===== src/chsf_map.svh =====
`ifndef CHSF_MAP_SVH
`define CHSF_MAP_SVH

// Register byte offsets
`define CHSF_OFS_CMD        6'h00
`define CHSF_OFS_BLKCNT     6'h04
`define CHSF_OFS_CTRL       6'h08
`define CHSF_OFS_STATUS     6'h0c
`define CHSF_OFS_CLEAR      6'h10
`define CHSF_OFS_ENABLE     6'h14
`define CHSF_OFS_RXCNT      6'h18
`define CHSF_OFS_RXNEXT     6'h1c
`define CHSF_OFS_TXCNT      6'h20
`define CHSF_OFS_TXNEXT     6'h24

// Command register fields
`define CHSF_CMD_IDX_LSB    0
`define CHSF_CMD_IDX_W      6
`define CHSF_CMD_TYPE_LSB   8
`define CHSF_CMD_TYPE_W     3
`define CHSF_STOP_CMD_IDX   6'h0c

// Control register bits
`define CHSF_CTRL_W         3
`define CHSF_CTRL_RDWAIT    0
`define CHSF_CTRL_CEATA     1
`define CHSF_CTRL_SDIO      2

// Status, clear and enable register bits
`define CHSF_STAT_W         19
`define CHSF_ST_IDLE        0
`define CHSF_ST_RXDONE      1
`define CHSF_ST_TXDONE      2
`define CHSF_ST_RXEXH       3
`define CHSF_ST_TXEXH       4
`define CHSF_ST_SLOTA       5
`define CHSF_ST_RDWAIT      6
`define CHSF_ST_CMPL        7
`define CHSF_ST_RINDEX      8
`define CHSF_ST_RTO         9
`define CHSF_ST_DCRC        10
`define CHSF_ST_DTO         11
`define CHSF_ST_CTO         12
`define CHSF_ST_QDRAIN      13
`define CHSF_ST_XFER        14
`define CHSF_ST_BACK        15
`define CHSF_ST_BACKERR     16
`define CHSF_ST_OVR         17
`define CHSF_ST_UNR         18
`define CHSF_MASK_LEVEL     19'h00059
`define CHSF_MASK_RDCLR     19'h000a0

// Reset values
`define CHSF_RST_IDLE       1'b1
`define CHSF_RST_WAITREQ    1'b1
`define CHSF_RST_ENABLE     19'h00000
`define CHSF_RST_CTRL       3'h0

`endif


===== src/chsf_pkg.sv =====
package chsf_pkg;

    typedef enum logic [2:0] {
        CHSF_ST_IDLE_S = 3'b000,
        CHSF_ST_CMD_S  = 3'b001,
        CHSF_ST_DATA_S = 3'b011,
        CHSF_ST_STOP_S = 3'b010,
        CHSF_ST_BUSY_S = 3'b110
    } chsf_state_t;

    typedef enum logic [2:0] {
        CHSF_XT_NONE     = 3'h0,
        CHSF_XT_SINGLE   = 3'h1,
        CHSF_XT_MULTI    = 3'h2,
        CHSF_XT_INFINITE = 3'h3,
        CHSF_XT_BUSY     = 3'h4
    } chsf_xfer_t;

endpackage


===== src/chsf_status.sv =====
// Behaviour
// - Any read: idle flag drops once the host command has been issued.
// - Open-ended multi-block read: idle flag rises only when stop command completes.
// - Single-block read: idle flag rises after the one block is received.
// - Counted multi-block read: idle flag rises after the last expected block.
// - Idle flag 0 from response end, 1 when card releases busy on data line.
// - Receive count done sets at counter zero; writing either receive counter clears.
// - Transmit count done sets at counter zero; writing either transmit counter clears.
// - Receive exhausted is 1 exactly when both receive counters are zero.
// - Transmit exhausted is 1 exactly when both transmit counters are zero.
// - Slot A card interrupt sets on detection; status read clears it.
// - Read wait status is 1 while data bus is held in wait state.
// - Completion signal seen sets on command-line completion; status read clears it.
// - Response index mismatch flags error; writing command register clears it.
// - Separate enables for response, data CRC, data and completion timeouts.
// - Separate enables for queue drained, transfer, boot ack, boot error, overrun, underrun.
//
// Decided for this implementation: the Avalon-MM slave port and the address map.
`include "chsf_map.svh"

module chsf_status
    import chsf_pkg::*;
#(
    parameter int CNT_W = 16
) (
    input  wire logic        i_clk_sys,           // System clock, 40 MHz
    input  wire logic        i_reset,             // Synchronous reset, active high
    input  wire logic [5:0]  i_avs_address,       // Byte address
    input  wire logic        i_avs_read,          // Read request
    input  wire logic        i_avs_write,         // Write request
    input  wire logic [31:0] i_avs_writedata,     // Write data
    input  wire logic [3:0]  i_avs_byteenable,    // Write byte lanes
    output logic             o_avs_waitrequest,   // Low on the accepting edge
    output logic      [31:0] o_avs_readdata,      // Read data
    output logic             o_irq,               // Level interrupt
    input  wire logic        i_card_clk,          // Card clock pin
    input  wire logic        i_card_cmd,          // Command line pin
    input  wire logic        i_card_dat0,         // Data line 0 pin, busy
    input  wire logic        i_card_dat1,         // Data line 1 pin, interrupt
    input  wire logic        i_cmd_issued,        // Host command fully sent
    input  wire logic        i_resp_done,         // Card response ended
    input  wire logic [5:0]  i_resp_index,        // Index in that response
    input  wire logic        i_block_end,         // One data block received
    input  wire logic        i_rx_dma_beat,       // Receive DMA transfer
    input  wire logic        i_tx_dma_beat,       // Transmit DMA transfer
    input  wire logic        i_evt_resp_timeout,  // Response timeout
    input  wire logic        i_evt_data_crc,      // Data CRC error
    input  wire logic        i_evt_data_timeout,  // Data timeout
    input  wire logic        i_evt_cmpl_timeout,  // Completion timeout
    input  wire logic        i_evt_queue_drained, // Queue drained
    input  wire logic        i_evt_xfer_complete, // Transfer complete
    input  wire logic        i_evt_boot_ack,      // Boot ack received
    input  wire logic        i_evt_boot_ack_err,  // Boot ack error
    input  wire logic        i_evt_overrun,       // Overrun
    input  wire logic        i_evt_underrun,      // Underrun
    output logic             o_cmd_start,         // Pulse: command written
    output logic      [5:0]  o_cmd_index,         // Index of last command
    output logic             o_data_path_idle,    // Data path idle flag
    output logic             o_read_wait_status   // Hold data bus in wait
);
    typedef struct packed {
        logic                    waitreq;
        logic [31:0]             rdata;
        logic                    irq;
        logic                    cmd_start;
        logic [5:0]              cmd_index;
        chsf_xfer_t              xfer;
        logic [CNT_W-1:0]        blkcnt;
        logic [CNT_W-1:0]        blk_seen;
        logic [`CHSF_CTRL_W-1:0] ctrl;
        chsf_state_t             state;
        logic                    idle;
        logic                    rdwait;
        logic [`CHSF_STAT_W-1:0] sticky;
        logic [`CHSF_STAT_W-1:0] enable;
        logic [CNT_W-1:0]        rx_cnt;
        logic [CNT_W-1:0]        rx_next;
        logic [CNT_W-1:0]        tx_cnt;
        logic [CNT_W-1:0]        tx_next;
        logic                    clk_prev;
    } chsf_regs_t;

    chsf_regs_t s_r;
    chsf_regs_t s_nxt;
    logic [3:0] pins_sync;

    chsf_sync #(
        .W (4)
    ) u_pin_sync (
        .i_clk_sys (i_clk_sys),
        .i_reset   (i_reset),
        .i_async   ({i_card_dat1, i_card_dat0, i_card_cmd, i_card_clk}),
        .o_sync    (pins_sync)
    );

    function automatic logic [31:0] merge_be(input logic [31:0] old,
                                             input logic [31:0] wd,
                                             input logic [3:0]  be);
        logic [31:0] res;
        res = old;
        for (int i = 0; i < 4; i++) begin
            if (be[i]) begin
                res[i*8 +: 8] = wd[i*8 +: 8];
            end
        end
        return res;
    endfunction

    // Level bits are live views of state; only event bits are stored
    function automatic logic [`CHSF_STAT_W-1:0] status_view(input chsf_regs_t r);
        logic [`CHSF_STAT_W-1:0] v;
        v                  = r.sticky & ~`CHSF_MASK_LEVEL;
        v[`CHSF_ST_IDLE]   = r.idle;
        v[`CHSF_ST_RXEXH]  = (r.rx_cnt == '0) && (r.rx_next == '0);
        v[`CHSF_ST_TXEXH]  = (r.tx_cnt == '0) && (r.tx_next == '0);
        v[`CHSF_ST_RDWAIT] = r.rdwait;
        return v;
    endfunction

    logic                    req;
    logic                    accept;
    logic                    wr_acc;
    logic                    rd_status;
    logic [31:0]             wmerged;
    logic [31:0]             rd_mux;
    logic                    card_rise;
    logic [`CHSF_STAT_W-1:0] evt;
    logic [`CHSF_STAT_W-1:0] clr;
    logic                    stop_write;
    chsf_xfer_t              new_xfer;

    always_comb begin
        s_nxt      = s_r;
        req        = i_avs_read | i_avs_write;
        accept     = req & ~s_r.waitreq;
        wr_acc     = accept & i_avs_write;
        rd_status  = accept & i_avs_read & (i_avs_address == `CHSF_OFS_STATUS);
        evt        = '0;
        clr        = '0;
        stop_write = 1'b0;
        new_xfer   = CHSF_XT_NONE;
        rd_mux     = 32'h0000_0000;
        wmerged    = 32'h0000_0000;

        // One wait cycle per access: data is prepared while waitrequest is high
        s_nxt.waitreq   = ~(req & s_r.waitreq);
        s_nxt.cmd_start = 1'b0;

        s_nxt.clk_prev = pins_sync[0];
        card_rise      = pins_sync[0] & ~s_r.clk_prev;

        unique case (i_avs_address)
            `CHSF_OFS_CMD:    rd_mux = {21'h0, s_r.xfer, 2'h0, s_r.cmd_index};
            `CHSF_OFS_BLKCNT: rd_mux = 32'(s_r.blkcnt);
            `CHSF_OFS_CTRL:   rd_mux = 32'(s_r.ctrl);
            `CHSF_OFS_STATUS: rd_mux = 32'(status_view(s_r));
            `CHSF_OFS_ENABLE: rd_mux = 32'(s_r.enable);
            `CHSF_OFS_RXCNT:  rd_mux = 32'(s_r.rx_cnt);
            `CHSF_OFS_RXNEXT: rd_mux = 32'(s_r.rx_next);
            `CHSF_OFS_TXCNT:  rd_mux = 32'(s_r.tx_cnt);
            `CHSF_OFS_TXNEXT: rd_mux = 32'(s_r.tx_next);
            default:          rd_mux = 32'h0000_0000;
        endcase
        // Captured in the wait cycle, so it stands at the accepting edge
        if (req && s_r.waitreq) begin
            s_nxt.rdata = i_avs_read ? rd_mux : 32'h0000_0000;
        end

        // Only bits already returned are cleared, so late events stay set
        if (rd_status) begin
            clr = clr | (s_r.rdata[`CHSF_STAT_W-1:0] & `CHSF_MASK_RDCLR);
        end

        if (wr_acc) begin
            wmerged = merge_be(rd_mux, i_avs_writedata, i_avs_byteenable);
            unique case (i_avs_address)
                `CHSF_OFS_CMD: begin
                    s_nxt.cmd_index   = wmerged[`CHSF_CMD_IDX_LSB +: `CHSF_CMD_IDX_W];
                    new_xfer          = chsf_xfer_t'(wmerged[`CHSF_CMD_TYPE_LSB +:
                                                             `CHSF_CMD_TYPE_W]);
                    s_nxt.cmd_start   = 1'b1;
                    clr[`CHSF_ST_RINDEX] = 1'b1;
                    stop_write = (s_nxt.cmd_index == `CHSF_STOP_CMD_IDX);
                end
                `CHSF_OFS_BLKCNT: s_nxt.blkcnt = wmerged[CNT_W-1:0];
                `CHSF_OFS_CTRL:   s_nxt.ctrl   = wmerged[`CHSF_CTRL_W-1:0];
                `CHSF_OFS_CLEAR:  clr = clr | (i_avs_writedata[`CHSF_STAT_W-1:0]
                                               & ~`CHSF_MASK_LEVEL);
                `CHSF_OFS_ENABLE: s_nxt.enable = wmerged[`CHSF_STAT_W-1:0]
                                                 & ~`CHSF_MASK_LEVEL
                                                 | wmerged[`CHSF_STAT_W-1:0]
                                                 & `CHSF_MASK_LEVEL;
                `CHSF_OFS_RXCNT: begin
                    s_nxt.rx_cnt = wmerged[CNT_W-1:0];
                    clr[`CHSF_ST_RXDONE] = 1'b1;
                end
                `CHSF_OFS_RXNEXT: begin
                    s_nxt.rx_next = wmerged[CNT_W-1:0];
                    clr[`CHSF_ST_RXDONE] = 1'b1;
                end
                `CHSF_OFS_TXCNT: begin
                    s_nxt.tx_cnt = wmerged[CNT_W-1:0];
                    clr[`CHSF_ST_TXDONE] = 1'b1;
                end
                `CHSF_OFS_TXNEXT: begin
                    s_nxt.tx_next = wmerged[CNT_W-1:0];
                    clr[`CHSF_ST_TXDONE] = 1'b1;
                end
                default: ;
            endcase
        end

        // DMA counters: a beat that empties the counter reloads from next
        if (i_rx_dma_beat && s_r.rx_cnt != '0 && !(wr_acc
                && (i_avs_address == `CHSF_OFS_RXCNT
                    || i_avs_address == `CHSF_OFS_RXNEXT))) begin
            s_nxt.rx_cnt = s_r.rx_cnt - CNT_W'(1);
            if (s_nxt.rx_cnt == '0) begin
                evt[`CHSF_ST_RXDONE] = 1'b1;
                s_nxt.rx_cnt  = s_r.rx_next;
                s_nxt.rx_next = '0;
            end
        end
        if (i_tx_dma_beat && s_r.tx_cnt != '0 && !(wr_acc
                && (i_avs_address == `CHSF_OFS_TXCNT
                    || i_avs_address == `CHSF_OFS_TXNEXT))) begin
            s_nxt.tx_cnt = s_r.tx_cnt - CNT_W'(1);
            if (s_nxt.tx_cnt == '0) begin
                evt[`CHSF_ST_TXDONE] = 1'b1;
                s_nxt.tx_cnt  = s_r.tx_next;
                s_nxt.tx_next = '0;
            end
        end

        // Card-side detections; slot A and completion are taken on card clock rising edges
        if (card_rise && s_r.ctrl[`CHSF_CTRL_SDIO] && !pins_sync[3]
                && s_r.state != CHSF_ST_DATA_S) begin
            evt[`CHSF_ST_SLOTA] = 1'b1;
        end
        if (card_rise && s_r.ctrl[`CHSF_CTRL_CEATA] && !pins_sync[1]
                && s_r.state == CHSF_ST_IDLE_S) begin
            evt[`CHSF_ST_CMPL] = 1'b1;
        end
        if (i_resp_done && (i_resp_index != s_r.cmd_index)) begin
            evt[`CHSF_ST_RINDEX] = 1'b1;
        end

        evt[`CHSF_ST_RTO]     = i_evt_resp_timeout;
        evt[`CHSF_ST_DCRC]    = i_evt_data_crc;
        evt[`CHSF_ST_DTO]     = i_evt_data_timeout;
        evt[`CHSF_ST_CTO]     = i_evt_cmpl_timeout;
        evt[`CHSF_ST_QDRAIN]  = i_evt_queue_drained;
        evt[`CHSF_ST_XFER]    = i_evt_xfer_complete;
        evt[`CHSF_ST_BACK]    = i_evt_boot_ack;
        evt[`CHSF_ST_BACKERR] = i_evt_boot_ack_err;
        evt[`CHSF_ST_OVR]     = i_evt_overrun;
        evt[`CHSF_ST_UNR]     = i_evt_underrun;

        // Set wins over clear, for every sticky bit
        s_nxt.sticky = ((s_r.sticky & ~clr) | evt) & ~`CHSF_MASK_LEVEL;

        // Data path sequencing
        unique case (s_r.state)
            CHSF_ST_IDLE_S: begin
                if (s_nxt.cmd_start && new_xfer != CHSF_XT_NONE) begin
                    s_nxt.xfer     = new_xfer;
                    s_nxt.blk_seen = '0;
                    s_nxt.state    = CHSF_ST_CMD_S;
                end
            end
            CHSF_ST_CMD_S: begin
                if (s_r.xfer == CHSF_XT_BUSY) begin
                    if (i_resp_done) begin
                        s_nxt.idle  = 1'b0;
                        s_nxt.state = CHSF_ST_BUSY_S;
                    end
                end else if (i_cmd_issued) begin
                    s_nxt.idle  = 1'b0;
                    s_nxt.state = CHSF_ST_DATA_S;
                end
            end
            CHSF_ST_DATA_S: begin
                if (s_r.xfer == CHSF_XT_INFINITE && stop_write) begin
                    s_nxt.state = CHSF_ST_STOP_S;
                end else if (i_block_end) begin
                    s_nxt.blk_seen = s_r.blk_seen + CNT_W'(1);
                    if (s_r.xfer == CHSF_XT_SINGLE) begin
                        s_nxt.idle  = 1'b1;
                        s_nxt.state = CHSF_ST_IDLE_S;
                    end else if (s_r.xfer == CHSF_XT_MULTI
                                 && s_nxt.blk_seen == s_r.blkcnt) begin
                        s_nxt.idle  = 1'b1;
                        s_nxt.state = CHSF_ST_IDLE_S;
                    end
                end
            end
            CHSF_ST_STOP_S: begin
                if (i_resp_done) begin
                    s_nxt.idle  = 1'b1;
                    s_nxt.state = CHSF_ST_IDLE_S;
                end
            end
            CHSF_ST_BUSY_S: begin
                if (card_rise && pins_sync[2]) begin
                    s_nxt.idle  = 1'b1;
                    s_nxt.state = CHSF_ST_IDLE_S;
                end
            end
            default: begin
                s_nxt.state = CHSF_ST_IDLE_S;
            end
        endcase

        // Wait state for the whole data state of a read in progress
        s_nxt.rdwait = s_nxt.ctrl[`CHSF_CTRL_RDWAIT]
                       && s_nxt.state == CHSF_ST_DATA_S;

        s_nxt.irq = |(status_view(s_nxt) & s_nxt.enable);
    end

    always_ff @(posedge i_clk_sys) begin
        if (i_reset) begin
            s_r         <= '0;
            s_r.waitreq <= `CHSF_RST_WAITREQ;
            s_r.idle    <= `CHSF_RST_IDLE;
            s_r.enable  <= `CHSF_RST_ENABLE;
            s_r.ctrl    <= `CHSF_RST_CTRL;
            s_r.state   <= CHSF_ST_IDLE_S;
            s_r.xfer    <= CHSF_XT_NONE;
        end else begin
            s_r <= s_nxt;
        end
    end

    assign o_avs_waitrequest  = s_r.waitreq;
    assign o_avs_readdata     = s_r.rdata;
    assign o_irq              = s_r.irq;
    assign o_cmd_start        = s_r.cmd_start;
    assign o_cmd_index        = s_r.cmd_index;
    assign o_data_path_idle   = s_r.idle;
    assign o_read_wait_status = s_r.rdwait;
endmodule


===== src/chsf_sync.sv =====
module chsf_sync #(
    parameter int W = 4
) (
    input  wire logic         i_clk_sys,  // System clock
    input  wire logic         i_reset,    // Synchronous reset, active high
    input  wire logic [W-1:0] i_async,    // Inputs from outside the domain
    output logic      [W-1:0] o_sync      // Two-stage synchronised copy
);
    typedef struct packed {
        logic [W-1:0] meta;
        logic [W-1:0] stable;
    } chsf_sync_t;

    chsf_sync_t s_r;
    chsf_sync_t s_nxt;

    always_comb begin
        s_nxt        = s_r;
        s_nxt.meta   = i_async;
        s_nxt.stable = s_r.meta;
    end

    always_ff @(posedge i_clk_sys) begin
        if (i_reset) begin
            s_r <= '0;
        end else begin
            s_r <= s_nxt;
        end
    end

    assign o_sync = s_r.stable;
endmodule

===== config.mk =====
export PLATFORM = sky130hd
export DESIGN_NAME = chsf_status
export DESIGN_NICKNAME = d
export VERILOG_FILES = /design/src/chsf_pkg.sv /design/src/chsf_status.sv /design/src/chsf_sync.sv
export VERILOG_INCLUDE_DIRS = /design/src
export SDC_FILE = /design/constraint.sdc
export NUM_CORES = 1
export LEC_CHECK = 0
export BUFFER_PORTS_ARGS = -buffer_cell sky130_fd_sc_hd__buf_2
export CAP_MARGIN = 20
export CORE_MARGIN = 3
export CORE_UTILIZATION = 50
export DETAILED_ROUTE_END_ITERATION = 12
export PLACE_DENSITY = 0.65
export SLEW_MARGIN = 30
export SYNTH_ARGS = -nofsm -noshare
export SYNTH_HDL_FRONTEND = slang
export SYNTH_SLANG_ARGS = --single-unit

===== constraint.sdc =====
create_clock -name i_clk_sys -period 5.5 [get_ports i_clk_sys]
set_clock_uncertainty 0.2 [all_clocks]
set_input_delay 1.375 -clock i_clk_sys [delete_from_list [all_inputs] [get_ports i_clk_sys]]
set_output_delay 1.375 -clock i_clk_sys [all_outputs]
set_load 0.01 [all_outputs]

==> impl_metrics.env <==
export IMPL_synth_cell_types=112
export IMPL_critPathCaptureType="register"
export IMPL_root_buffer="clkbuf_16"
export IMPL_dr_total_vias=12300
export IMPL_synth_top_area_share_pct=31.0
export IMPL_hpwl_um=36000
export IMPL_ys_ff_latch=178
export IMPL_grt_max_degree=77
export IMPL_critical_path_required_ps=5690
export IMPL_met1_length_um=19100
export IMPL_multi_input_area_um2=7120
export IMPL_power_leakage_uw=0.00491
export IMPL_slew_headroom_pct=35.8
export IMPL_async_flop_share_pct=0
export IMPL_path_clk_slew_ps=70
export IMPL_gp_congestion=1.04
export IMPL_post_cts_buffers=0
export IMPL_hold_buffers=0
export IMPL_wl_per_cell_um=25.6
export IMPL_ctsResizeCount=0
export IMPL_wl_um=47300
export IMPL_clockBufferDepth=2
export IMPL_syn_to_final_growth_pct=10.7
export IMPL_cp_max_fo=13
export IMPL_cap_violations=0
export IMPL_critPathArrivalTime_ps=5060
export IMPL_port_buffer_count=86
export IMPL_synthTopCellsByCount="nand2_1 (179), nor2_1 (179), dfxtp_1 (178)"
export IMPL_die_h_um=158
export IMPL_routed_wl_met2_um=19500
export IMPL_firstDrtPassIters=6
export IMPL_cts_htree_levels=4
export IMPL_start_util_pct=51.8
export IMPL_crit_type="in2reg"
export IMPL_grt_overflow=0
export IMPL_final_setup_tns_ps=0
export IMPL_nets=1630
export IMPL_min_period_ps=4870
export IMPL_ir_worst_vdd_mv=0.209
export IMPL_netlist_area_um2=11500
export IMPL_cts_buffers=17
export IMPL_ant_nets=0
export IMPL_ys_top_cells_by_area="dfxtp_1 (31%), a21oi_1 (6.3%), nand2_1 (5.8%)"
export IMPL_grt_setup_unrepaired="no"
export IMPL_synth_flop_cell="dfxtp_1"
export IMPL_hp_class="reg2reg"
export IMPL_clock_latency_ps=450
export IMPL_finalHoldViolations=0
export IMPL_gr_usage_all_layers_pct=37.3
export IMPL_synth_enable_flop_cells=0
export IMPL_nFillCells=2141
export IMPL_netlist_instances=1503
export IMPL_via_per_inst=6.66
export IMPL_final_cell_area_um2=12700
export IMPL_yosysTopAreaCell="dfxtp_1"
export IMPL_path_cells="buf_2, or4_1, buf_4, o32ai_1, o41ai_2, buf_4, nor2_1, a21oi_1, nor2_1, and4b_2, nand4_1, o311ai_1, buf_4"
export IMPL_top_layer="met5"
export IMPL_antenna_found_initial=1
export IMPL_cpMostUsedCell="buf_4"
export IMPL_dr_wl_met3_um=5770
export IMPL_die_width_um=158
export IMPL_seq_area_um2=3560
export IMPL_start_kind="primary input"
export IMPL_grt_pass1_vias=11200
export IMPL_p_total_uw=3390
export IMPL_drive_gt1_share_pct=16.7
export IMPL_place_area_um2=12200
export IMPL_worst_pin_slew_ps=951
export IMPL_drtIter0Drc=1827
export IMPL_finalCritPeriodShare_pct=88.6
export IMPL_cp_slowest_stage_delay_ps=670
export IMPL_yosysWarnings=0
export IMPL_cp_slowest_cell="or4_1"
export IMPL_grt_first_pass_wirelength_um=69600
export IMPL_drc=0
export IMPL_cts_sinks=178
export IMPL_cts_tree="yes"
export IMPL_status="completed"
export IMPL_slew_violations=0
export IMPL_setup_viol=0
export IMPL_max_freq_ghz=0.205
export IMPL_rows=54
export IMPL_power_density_nw_per_um2=266
export IMPL_core_um2=22200
export IMPL_syn_area_per_cell_um2=7.66
export IMPL_antenna_cells=0
export IMPL_ys_seq_area_share_pct=31.0
export IMPL_io_pins=114
export IMPL_dieArea_um2=24900
## state kept, by name, indices dropped and copies added (netlist names)
register,cells
o_irq,1
s_r,140
u_pin_sync.s_nxt,4
o_data_path_idle,1
o_cmd_start,1
o_cmd_index,6
u_pin_sync.o_sync,4
o_avs_readdata,19
o_read_wait_status,1
o_avs_waitrequest,1
## layout make-up
cell class | instances | area share (%)
multi-input combinational | 1171 | 55.9
timing repair buffer | 165 | 8.25
inverter | 21 | 0.619
sequential | 178 | 28.0
clock buffer | 18 | 3.45
clock inverter | 14 | 1.11
tap | 280 | 2.75
## kinds of logic (layout without fill, tap and decap cells)
family / count (synthesis) / after routing / synth area share (%)
multiplexers: 41 / 41 / 3.61
AND/OR/NAND/NOR: 699 / 699 / 31.7
XOR/XNOR: 39 / 39 / 2.97
adder cells (fa/ha/maj): 5 / 5 / 0.544
other: 1 / 13 / 0.0326
flip-flops: 178 / 178 / 31.0
AO/OA/AOI/OAI: 374 / 374 / 22.4
buffers and inverters: 166 / 218 / 7.78
## routing by layer
metal,vias to the layer above,GRT usage (%)
met2,799,54.0
met3,176,7.76
met4,2,18.5
li1,5516,-
met5,-,0
met1,5808,52.5
## final timing paths
| kind | from | end | slack (ps) | depth (start not counted) |
|---|---|---|---|---|
| max reg2reg | s_r[18] | o_irq | 670 | 12 |
| min | u_pin_sync.s_nxt[0] | u_pin_sync.o_sync[0] | 250 | 1 |
| max | i_avs_address[2] | o_irq | 630 | 13 |
| min reg2reg | u_pin_sync.s_nxt[0] | u_pin_sync.o_sync[0] | 250 | 1 |
## per-stage QoR
stage                     worst slack (ps)  cells  utilization (%)  hold WS (ps)
final                                  625   1847             57.3           245
after global routing                   409   1847             57.3           261
after CTS                              755   1847             57.3           249
after detailed placement               321   1815             54.7           223
after global placement                 351   1815             54.7           216
after floorplan                       1230   1515                -           214
## placed cells by master, fill, tap and decap left out, drive strengths merged, types with 28 or more instances in the layout
cell type,synthesis,final
nor2,182,182
nand2,182,182
dfxtp,178,178
buf,74,165
a21oi,148,148
nand3,52,52
nor3,51,51
o21ai,48,48
mux2i,37,37
inv,19,28
## power by group
group / total (uW) / switching [uW] / internal (uW)
registers: 1430 / 100 / 1330
clock network: 1260 / 602 / 654
logic: 701 / 432 / 269
## critical path, delay by kind of cell
family | cells | cell delay (ps)
compound gates | 4 | 1180
buf+inv | 4 | 800
simple gates | 5 | 1690
Note: power is estimated with default switching activity, not from simulation.
